[config.mk]
export PLATFORM = sky130hd
export DESIGN_NAME = iohc_host
export DESIGN_NICKNAME = d
export VERILOG_FILES = /design/src/logic/iohc_mem.v /design/src/logic/iohc_host.v
export VERILOG_INCLUDE_DIRS = /design/src /design/src/logic
export SDC_FILE = /design/constraint.sdc
export NUM_CORES = 1
export LEC_CHECK = 0
export ABC_AREA = 1
export ABC_CLOCK_PERIOD_IN_PS = 4500
export BUFFER_PORTS_ARGS = -buffer_cell sky130_fd_sc_hd__buf_2
export CORE_MARGIN = 8
export CORE_UTILIZATION = 50
export DETAILED_ROUTE_END_ITERATION = 7
export PLACE_DENSITY = 0.75
export SYNTH_ARGS = -nofsm -noshare
export SYNTH_HDL_FRONTEND = slang
export SYNTH_SLANG_ARGS = --single-unit
export TNS_END_PERCENT = 1
[constraint.sdc]
create_clock -name clock_i -period 4.5 [get_ports clock_i]
set_input_delay 0.9 -clock clock_i [delete_from_list [all_inputs] [get_ports clock_i]]
set_output_delay 0.9 -clock clock_i [all_outputs]
set_load 0.03 [all_outputs]
[src/logic/iohc_regs.vh]
// constants for the i/o bus host controller (computer side of the i/o bus)
// assumes one 125 MHz clock; controllers answer on the done handshake
// Summary of operation
// select broadcasts select strobes and 24-bit select word on output bus
// only addressed controller activates and latches transfer conditions
// controller raises done handshake with 24 status bits on input bus
// select names status destination register; select may ask status only
// transfer action field yields input, output or status strobes
// controller raises done handshake when transfer finished
// four channels; a selected controller gets a channel nobody holds
// controller interrupts on its channel when ready for data
// computer drives enable on the channel when a transfer starts
// commutator steps four counts, one channel per clock
// commutator locks on interrupting channel if auto interrupt enabled
// branch target is base location plus locked channel number
// lock holds until program release or console reset
// pending interrupts stay visible to software when auto disabled
// computer waits for done handshake during select or transfer; a disconnect (action 0) goes to end without waiting
// controllers should keep command processing short
// select word bits 00..23 hold status, type, number, format, device, channel, op
// nonzero format bits 07..08 reinterpret word for high-speed adaptor
// bit 00 one means status only, zero means data selection
// status-only select does not activate the controller
// data selection brings controller on-line and starts function
// controller holds last commanded mode until new command
// controller buffers data and detects errors
// select bits 12..13 give channel zero to three
// controller drops done handshake as soon as command ends
// disconnected controller sends no interrupts and no data
// status stays on input bus while done handshake is high
`ifndef IOHC_REGS_VH
`define IOHC_REGS_VH
`define IOHC_WORD_W        24
`define IOHC_BIT_STATUS    0
`define IOHC_FMT_LO        7
`define IOHC_FMT_HI        8
`define IOHC_CHAN_HI       12
`define IOHC_CHAN_LO       13
`define IOHC_ACT_DSC       3'h0
`define IOHC_ACT_STATUS    3'h7
`define IOHC_VEC_BASE      15'h7000
`define IOHC_WAIT_NS       4000
`define IOHC_CLK_NS        8
`define IOHC_WAIT_CYC      (`IOHC_WAIT_NS / `IOHC_CLK_NS)
`endif

[src/logic/iohc_mem.v]
// four-word store of the last status word per channel
// assumes single clock, registered read
`timescale 1ns/1ps
`include "iohc_regs.vh"
module iohc_mem (
	input  wire        clock_i,
	input  wire        we_i,
	input  wire [1:0]  waddr_i,
	input  wire [23:0] wdata_i,
	input  wire [1:0]  raddr_i,
	output reg  [23:0] rdata_o
);
	reg [23:0] mem [0:3];
	always @(posedge clock_i) begin
		if (we_i) begin
			mem[waddr_i] <= wdata_i;
		end
		rdata_o <= mem[raddr_i];
	end
endmodule

[src/logic/iohc_host.v]
// i/o bus host: issues select and transfer commands, scans interrupt channels
// assumes controllers answer with command_done_handshake; inputs synchronous
`timescale 1ns/1ps
`include "iohc_regs.vh"
module iohc_host #(
	parameter WAIT_CYC = `IOHC_WAIT_CYC
) (
	input  wire        clock_i,
	input  wire        rst_n_i,
	// user side
	input  wire        sel_req_i,
	input  wire [23:0] sel_word_i,
	input  wire        xfr_req_i,
	input  wire [2:0]  xfr_act_i,
	input  wire [1:0]  xfr_chan_i,
	input  wire [23:0] xfr_wdata_i,
	input  wire [3:0]  auto_en_i,
	input  wire        lock_release_i,
	input  wire [1:0]  stat_rd_chan_i,
	output reg         busy_o,
	output reg         done_o,
	output reg         timeout_o,
	output reg  [23:0] rdata_o,
	output reg         chan_err_o,
	output reg  [3:0]  chan_held_o,
	output reg  [3:0]  irq_pend_o,
	output reg         locked_o,
	output reg  [14:0] vector_o,
	output wire [23:0] stat_rd_o,
	// bus side
	output reg  [23:0] out_bus_o,
	output reg         sel_strobe_o,
	output reg         stat_strobe_o,
	output reg         xfer_in_o,
	output reg         xfer_out_o,
	output reg         eom_o,
	output reg         disc_o,
	output reg  [3:0]  chan_en_o,
	input  wire [23:0] in_bus_i,
	input  wire        command_done_handshake_i,
	input  wire [3:0]  chan_irq_i
);
	localparam ST_IDLE = 2'h0;
	localparam ST_WAIT = 2'h1;
	localparam ST_END  = 2'h2;

	reg [1:0]  state_r;
	reg [1:0]  comm_r;
	reg [15:0] wait_r;
	reg        is_sel_r;
	reg        stat_only_r;
	reg [1:0]  cmd_chan_r;
	reg        st_we_r;

	function [3:0] onehot;
		input [1:0] c;
		begin
			onehot = 4'h1 << c;
		end
	endfunction

	// ----------------------------------------
	// select word decode
	// ----------------------------------------
	// adaptor words carry no channel field
	function chan_word;
		input [23:0] w;
		begin
			chan_word = !w[`IOHC_BIT_STATUS] &&
			            (w[`IOHC_FMT_HI:`IOHC_FMT_LO] == 2'h0);
		end
	endfunction

	iohc_mem u_mem (
		.clock_i (clock_i),
		.we_i    (st_we_r),
		.waddr_i (cmd_chan_r),
		.wdata_i (rdata_o),
		.raddr_i (stat_rd_chan_i),
		.rdata_o (stat_rd_o)
	);

	// ----------------------------------------
	// commutator
	// ----------------------------------------
	always @(posedge clock_i) begin
		if (!rst_n_i) begin
			comm_r     <= 2'h0;
			locked_o   <= 1'b0;
			vector_o   <= `IOHC_VEC_BASE;
			irq_pend_o <= 4'h0;
		end else begin
			// pending visible
			irq_pend_o <= chan_irq_i;
			if (locked_o) begin
				// hold lock
				if (lock_release_i) begin
					locked_o <= 1'b0;
				end
			// lock on channel
			end else if (chan_irq_i[comm_r] && auto_en_i[comm_r]) begin
				locked_o <= 1'b1;
				// vector base plus channel
				vector_o <= `IOHC_VEC_BASE + {13'h0, comm_r};
			end else begin
				// four-count scan
				comm_r <= comm_r + 2'h1;
			end
		end
	end

	// ----------------------------------------
	// command sequencer
	// ----------------------------------------
	always @(posedge clock_i) begin
		if (!rst_n_i) begin
			state_r       <= ST_IDLE;
			wait_r        <= 16'h0000;
			is_sel_r      <= 1'b0;
			stat_only_r   <= 1'b0;
			cmd_chan_r    <= 2'h0;
			st_we_r       <= 1'b0;
			busy_o        <= 1'b0;
			done_o        <= 1'b0;
			timeout_o     <= 1'b0;
			rdata_o       <= 24'h000000;
			chan_err_o    <= 1'b0;
			chan_held_o   <= 4'h0;
			out_bus_o     <= 24'h000000;
			sel_strobe_o  <= 1'b0;
			stat_strobe_o <= 1'b0;
			xfer_in_o     <= 1'b0;
			xfer_out_o    <= 1'b0;
			eom_o         <= 1'b0;
			disc_o        <= 1'b0;
			chan_en_o     <= 4'h0;
		end else begin
			done_o     <= 1'b0;
			chan_err_o <= 1'b0;
			st_we_r    <= 1'b0;
			case (state_r)
			ST_IDLE: begin
				timeout_o <= 1'b0;
				wait_r    <= 16'h0000;
				if (sel_req_i) begin
					// channel must be free for data select
					if (chan_word(sel_word_i) &&
					    chan_held_o[{sel_word_i[`IOHC_CHAN_HI], sel_word_i[`IOHC_CHAN_LO]}]) begin
						chan_err_o <= 1'b1;
					end else begin
						// broadcast whole select word
						out_bus_o    <= sel_word_i;
						sel_strobe_o <= 1'b1;
						// status-only bit
						stat_strobe_o <= sel_word_i[`IOHC_BIT_STATUS];
						stat_only_r  <= !chan_word(sel_word_i);
						// channel bits
						cmd_chan_r   <= {sel_word_i[`IOHC_CHAN_HI], sel_word_i[`IOHC_CHAN_LO]};
						is_sel_r     <= 1'b1;
						busy_o       <= 1'b1;
						state_r      <= ST_WAIT;
					end
				end else if (xfr_req_i) begin
					// action field to strobes
					out_bus_o     <= xfr_wdata_i;
					is_sel_r      <= 1'b0;
					cmd_chan_r    <= xfr_chan_i;
					disc_o        <= (xfr_act_i == `IOHC_ACT_DSC);
					stat_strobe_o <= (xfr_act_i == `IOHC_ACT_STATUS);
					xfer_in_o     <= (xfr_act_i != `IOHC_ACT_STATUS) && xfr_act_i[0];
					xfer_out_o    <= (xfr_act_i != `IOHC_ACT_STATUS) && xfr_act_i[1];
					eom_o         <= (xfr_act_i != `IOHC_ACT_STATUS) && xfr_act_i[2];
					// channel enable
					chan_en_o     <= onehot(xfr_chan_i);
					busy_o        <= 1'b1;
					// disconnect is ended by the host itself
					if (xfr_act_i == `IOHC_ACT_DSC) begin
						chan_held_o <= chan_held_o & ~onehot(xfr_chan_i);
						state_r     <= ST_END;
					end else begin
						state_r     <= ST_WAIT;
					end
				end
			end
			ST_WAIT: begin
				wait_r <= wait_r + 16'h0001;
				// wait for handshake
				if (command_done_handshake_i) begin
					// capture status with handshake
					rdata_o <= in_bus_i;
					st_we_r <= is_sel_r;
					if (is_sel_r && !stat_only_r) begin
						chan_held_o <= chan_held_o | onehot(cmd_chan_r);
					end
					state_r <= ST_END;
				// bound on controller time
				end else if (wait_r == WAIT_CYC[15:0]) begin
					timeout_o <= 1'b1;
					state_r   <= ST_END;
				end
			end
			ST_END: begin
				// end command, wait for handshake to drop
				out_bus_o     <= 24'h000000;
				sel_strobe_o  <= 1'b0;
				stat_strobe_o <= 1'b0;
				xfer_in_o     <= 1'b0;
				xfer_out_o    <= 1'b0;
				eom_o         <= 1'b0;
				disc_o        <= 1'b0;
				chan_en_o     <= 4'h0;
				if (!command_done_handshake_i) begin
					busy_o  <= 1'b0;
					done_o  <= 1'b1;
					state_r <= ST_IDLE;
				end
			end
			default: begin
				state_r <= ST_IDLE;
			end
			endcase
		end
	end
endmodule

* After elaboration in Yosys (flattened, before gate mapping)
Memory sizes are Yosys's and may differ from the RTL's. A register that Yosys moved wholly into a read port is not among the register bits.
Index checks and enable logic that the tools add are counted.
** Operators by class
- $add $sub $neg :: 3
- Magnitude comparators :: 2
- Equal/unequal tests :: 19
- Shift operators :: 2
- Mux-type cells :: 66
- Bitwise logic cells :: 6
- Reductions and logical operators :: 31
** Operators by type and width (count)
- $mux W24 :: 3
- $pmux W24 S2 :: 1
- $pmux W16 S2 :: 1
- $mux W1 :: 30
- $mux W4 :: 7
- $reduce_and A3 Y1 :: 8
- $ne A2 B2 Y1 const B :: 11
- $mux W2 :: 10
- $add A16 B1 Y16 const B :: 1
- $eq A16 B9 Y1 const B :: 1
- $pmux W1 S2 :: 8
- $pmux W4 S2 :: 2
- $add A13 B3 Y14 const A :: 1
- $ne A3 B3 Y1 const B :: 4
- $reduce_and A2 Y1 :: 4
- $reduce_and A4 Y1 :: 2
- $shl A1 B2 Y4 const A :: 2
- $logic_and A1 B1 Y1 :: 7
- $bmux W1 S2 :: 3
- $lt A2 B3 Y1 const B :: 2
- $pmux W2 S3 :: 1
- $reduce_and A6 Y1 :: 1
- $reduce_bool A2 Y1 :: 3
- $and A4 B4 Y4 :: 1
- 10 further kinds :: 15
** Storage, ports and cells
- Bits in registers :: 111
- Memory bits (writable) :: 96
- Bits of input ports :: 93
- Output and inout bits :: 110
- Word-level logic and storage cells :: 154
- Memories :: 1
** Memory list
- u_mem.mem :: words 4, width 24, rd ports 1, clocked after memory_dff 1, write ports 1, line iohc_mem.v:13 : reg [23:0] mem [0:3];

* Depth between registers and ports, before layout
- Word-level depth :: 7
- Depth in mapped cells :: 11
- Depth with buffers taken out :: 10

* Modules after synthesis
Synthesis repeated with hierarchy kept, for this count alone.
** Unflattened totals
- Cell total of the unflattened synthesis :: 1058
- Area total of the unflattened synthesis :: 9057.4 µm²
** Modules (own cells, without submodules)
- iohc_mem :: times used 1, cells each 408, area an instance 4538.1 µm², seq. area each 3363.2 µm²
- iohc_host :: times used 1, cells each 650, area an instance 4519.3 µm², seq. area each 1961.9 µm²

* Least setup slack after synthesis
OpenSTA, ideal clock, no wires.
- Kind :: reg2reg
- Start :: register cmd_chan_r[1]
- End :: memory u_mem.mem[0][0], enable pin
- Library setup time :: 0.405 ns
- Arrival :: 1.466 ns
- Required time :: 4.095 ns
- Path slack :: 2.629 ns
- Cell stages (with the launch flop) :: 4
- Buffers on the path :: 0
- Period minus slack after synthesis :: 1.871 ns
- Path through :: dfxtp_1 > inv_1 > nand2_1 > nor2_1
** RTL lines
- start: declaration :: line iohc_host.v:52 : reg [1:0] cmd_chan_r;
- start signal: assignment :: line iohc_host.v:158 : cmd_chan_r <= {sel_word_i[`IOHC_CHAN_HI], sel_word_i[`IOHC_CHAN_LO]};
- start signal: assignment :: line iohc_host.v:167 : cmd_chan_r <= xfr_chan_i;
- end: declaration :: line iohc_mem.v:13
Straight into the memory's write port.

==> Flow_metrics.wiki <==
{| class="wikitable"
! Metric !! Value
|-
| FF+latch area || 5325 sq um
|-
| Yosys warnings || 0
|-
| Synthesized netlist cell count || 966
|-
| Final critical-path share of the clock period || 0.5661
|-
| Slew headroom || 0.3405
|-
| Total power draw || 0.005140 W
|-
| Max Fanout on Critical Path || 43
|-
| Synth area leaders || sky130_fd_sc_hd__edfxtp_1 (33%), sky130_fd_sc_hd__dfxtp_1 (28%), sky130_fd_sc_hd__nand2_1 (8.4%), sky130_fd_sc_hd__o21ai_0 (5.0%), sky130_fd_sc_hd__nor2_1 (5.0%)
|-
| Setup tns final || 0 ps
|-
| Area added between synthesis and finish || 20.01%
|-
| Std-Cell Core Area || 17,180 sq um
|-
| Inserted Clock Buffers || 23
|-
| Slew at the pin closest to its max-slew limit || 986.8 ps
|-
| Leakage power summed over all cells || 4.519 nW
|-
| Clock transition at path regs || 60 ps
|-
| List of cells traversed by the critical path || buf_2, inv_2, nor2_1, o21ai_0, a22oi_1
|-
| Mean area per synthesized cell || 9.049 sq um
|-
| Global-route wire length before repair || 34,030 microns
|-
| Port Buf Inserts || 189
|-
| Cell count after placement || 1,341
|-
| Placed wire-length estimate after detailed placement || 14,220 microns
|-
| Critical Path Sink Type || register
|-
| Ys async rst share || 0
|-
| Endpoint of the worst register-to-register path || rdata_o[17]
|-
| Total number of H-tree levels || 1
|-
| Mapped cell area || 8741 sq um
|-
| Total setup violations reported at the end of the flow || 0
|-
| Delay of the slowest cell on the worst path || 730 ps
|-
| Non-Filler Cell Area, Final || 10,490 sq um
|-
| Data arrival time of the critical path || 2960 ps
|-
| First-iteration detailed-routing DRC count || 388
|-
| Clock tree from TritonCTS || yes
|-
| Worst setup endpoint || wait_r[10]
|-
| Net Sw Frac || 0.3055
|-
| Count of cells resized by post-cts repair || 0
|-
| Switch Pwr || 0.001570 W
|-
| Post-CTS Hold Fix Bufs || 0
|-
| Post-layout minimum cycle time || 2548 ps
|-
| Power Density || 490.0 nW/um^2
|-
| Maximum capacitance violations || 0
|-
| Max frequency || 392.5 MHz
|-
| Vias || 6,948
|-
| Internal power || 0.003570 W
|-
| Number of hold violations in the final report || 0
|-
| Unrepaired setup endpoints after global routing || no
|-
| Pins Over Slew Limit || 0
|-
| Crit Path Class || input port to register
|-
| Area enclosed by the die boundary || 21,970 sq um
|-
| Post-detailed-placement cell area || 9768 sq um
|-
| Number of remaining DRC errors || 0
|-
| CP required || 4910 ps
|-
| Critical R2R Launch || state_r[1]
|-
| Count of placed standard cells in the final layout, fillers left out || 1,383
|-
| Max Buffers Root-to-Sink || 3
|-
| Max Clock Skew || 21.02 ps
|-
| Register-to-Register Setup Slack || 2000 ps
|-
| Nature of the critical path startpoint || input port
|-
| IR Drop Worst-Case VDD || 0.2999 mV
|-
| Largest net degree at the start of global routing || 50
|-
| Boundary pin count || 203
|-
| Count of cells along the worst register-to-register path || 6
|-
| First-pass DRT Iterations || 5
|-
| Root buffer cell || sky130_fd_sc_hd__clkbuf_16
|-
| Chip width || 148.2 microns
|-
| Initial core utilization || 0.5089
|-
| Final global-route overflow total || 0
|-
| Clock sink count || 218
|-
| Path type of the worst min-delay path || register to register
|-
| Share of the synthesized area in the top cell type || 0.3298
|-
| Antenna violations before repair || 0
|-
| Final Core Density || 0.6107
|-
| Mean number of vias per cell || 5.024
|-
| Top_reg_cell synth || sky130_fd_sc_hd__dfxtp_1
|-
| Slowest cell on the critical path || sky130_fd_sc_hd__nor2_1
|-
| Comb pwr share || 0.197
|-
| Nets || 1,236
|-
| Routed wire length || 21,200 microns
|-
| Clock power frac || 0.349
|-
| Row Count || 48
|-
| Total setup buffers inserted after CTS || 0
|-
| Number of global-route vias before repair || 6,809
|-
| Post-detailed-route count of antenna-violating nets || 0
|-
| Worst setup path startpoint || rst_n_i
|-
| Die H || 148.2 microns
|-
| Fillers || 1,472
|-
| Multi-input gate area in the final layout || 2780 sq um
|-
| Global placement routability congestion || 0.8496
|-
| Layout cell share with drive strength beyond 1 || 0.2254
|-
| Reg power frac || 0.454
|-
| Count of inserted antenna diode cells || 0
|-
| GR Util All Layers || 0.1888
|-
| Source-to-sink clock delay at the later pin of the worst-skew pair || 510 ps
|-
| Sequential area share after synthesis || 0.6092
|-
| Post-synth EDFFs || 96
|-
| Result of the run || complete, no violations
|-
| Synth unique cells || 40
|-
| Flip-flop and latch count after synthesis || 218
|-
| Final routed wire length divided by cell count || 15.33 microns
|-
| Library cell with the largest summed area after synthesis || sky130_fd_sc_hd__edfxtp_1
|}
per-stage QoR:
stage | worst slack [ps] | hold WS [ps]
after detailed placement | 1499 | 455.6
after CTS | 2019 | 465.3
after floorplan | 2629 | 428.2
after global routing | 1721 | 484.7
final | 1952 | 464.9
after global placement | 1551 | 443.2
placed cells by master, fill, tap and decap left out, drive strengths merged, types with 2 or more instances in the layout:
master	count
nand4	7
o21ai	95
a21oi	58
ha	2
nand2	205
conb	13
edfxtp	96
nor2	124
clkinv	11
clkbuf	27
o22ai	25
nor3	8
dfxtp	122
inv	103
nand3	56
buf	195
bufinv	2
cell usage after synthesis (3+ instances only):
library cell               instances
sky130_fd_sc_hd__buf_2             9
sky130_fd_sc_hd__edfxtp_1         96
sky130_fd_sc_hd__o21ai_0          87
sky130_fd_sc_hd__nor2_2            4
sky130_fd_sc_hd__nor2_1          116
sky130_fd_sc_hd__inv_1            96
sky130_fd_sc_hd__inv_2             4
sky130_fd_sc_hd__nand2_2           9
sky130_fd_sc_hd__o21ai_1           8
sky130_fd_sc_hd__clkbuf_1         26
sky130_fd_sc_hd__nor3_1            7
sky130_fd_sc_hd__nand2_1         195
sky130_fd_sc_hd__dfxtp_1         122
sky130_fd_sc_hd__nor2_4            3
sky130_fd_sc_hd__nand4_1           7
sky130_fd_sc_hd__buf_4            16
sky130_fd_sc_hd__nand3_1          54
sky130_fd_sc_hd__a21oi_1          56
sky130_fd_sc_hd__o22ai_1          24
sky130_fd_sc_hd__buf_1             3
kinds of logic after synthesis:
logic type,count (synthesis),synth area share
other,2,0.0008592
adder cells (fa/ha/maj),2,0.002862
buffers and inverters,158,0.07859
AND/OR/NAND/NOR,402,0.1961
flip-flops,218,0.6092
AO/OA/AOI/OAI,184,0.1124
power groups by stage:
stage | Combinational, W | Clock [W] | Sequential (W)
after floorplan | 0.000525 | 0 | 0.00258
after global placement | 0.000999 | 0 | 0.00237
after CTS | 0.00102 | 0.00183 | 0.00233
after detailed placement | 0.00102 | 0 | 0.00237
after global routing | 0.00112 | 0.00192 | 0.00235
final | 0.00101 | 0.00179 | 0.00233
registers in the layout (all words and copies together), names as in the netlist, 2 cells and up:
signal         cells
u_mem.mem         96
out_bus_o         24
rdata_o           24
u_mem.rdata_o     24
wait_r            16
chan_en_o          4
chan_held_o        4
irq_pend_o         4
cmd_chan_r         2
comm_r             2
state_r            2
vector_o           2
final cells by class:
type	instances	share of cell area
Inverter	102	0.03721
Sequential cell	218	0.5076
Clock inverter	15	0.01157
Multi-Input combinational cell	601	0.2650
Clock buffer	27	0.05725
Tap cell	225	0.02684
Timing Repair Buffer	195	0.09447
worst max-delay path, delay by kind of cell:
kind,cells,cell delay [ps]
compound gates,2,450
buf+inv,2,840
simple gates,1,730
how the worst min path moves through the flow:
stage	startpoint	endpoint	slack, ps	depth (start not counted)
final	out_bus_o[0]	out_bus_o[0]	460	2
after global placement	sel_strobe_o	sel_strobe_o	440	2
after global routing	timeout_o	timeout_o	480	2
after detailed placement	timeout_o	timeout_o	460	2
after CTS	timeout_o	timeout_o	470	2
after floorplan	is_sel_r	st_we_r	430	2
per-layer routing:
layer	global-route usage	vias up	wire length, microns
li1	-	3522	-
met1	0.2344	3176	8938
met2	0.3203	227	10110
met3	0.05348	23	1880
met4	0.04182	0	271
met5	0	-	0
No activity file was read; power rests on OpenSTA's default activity.
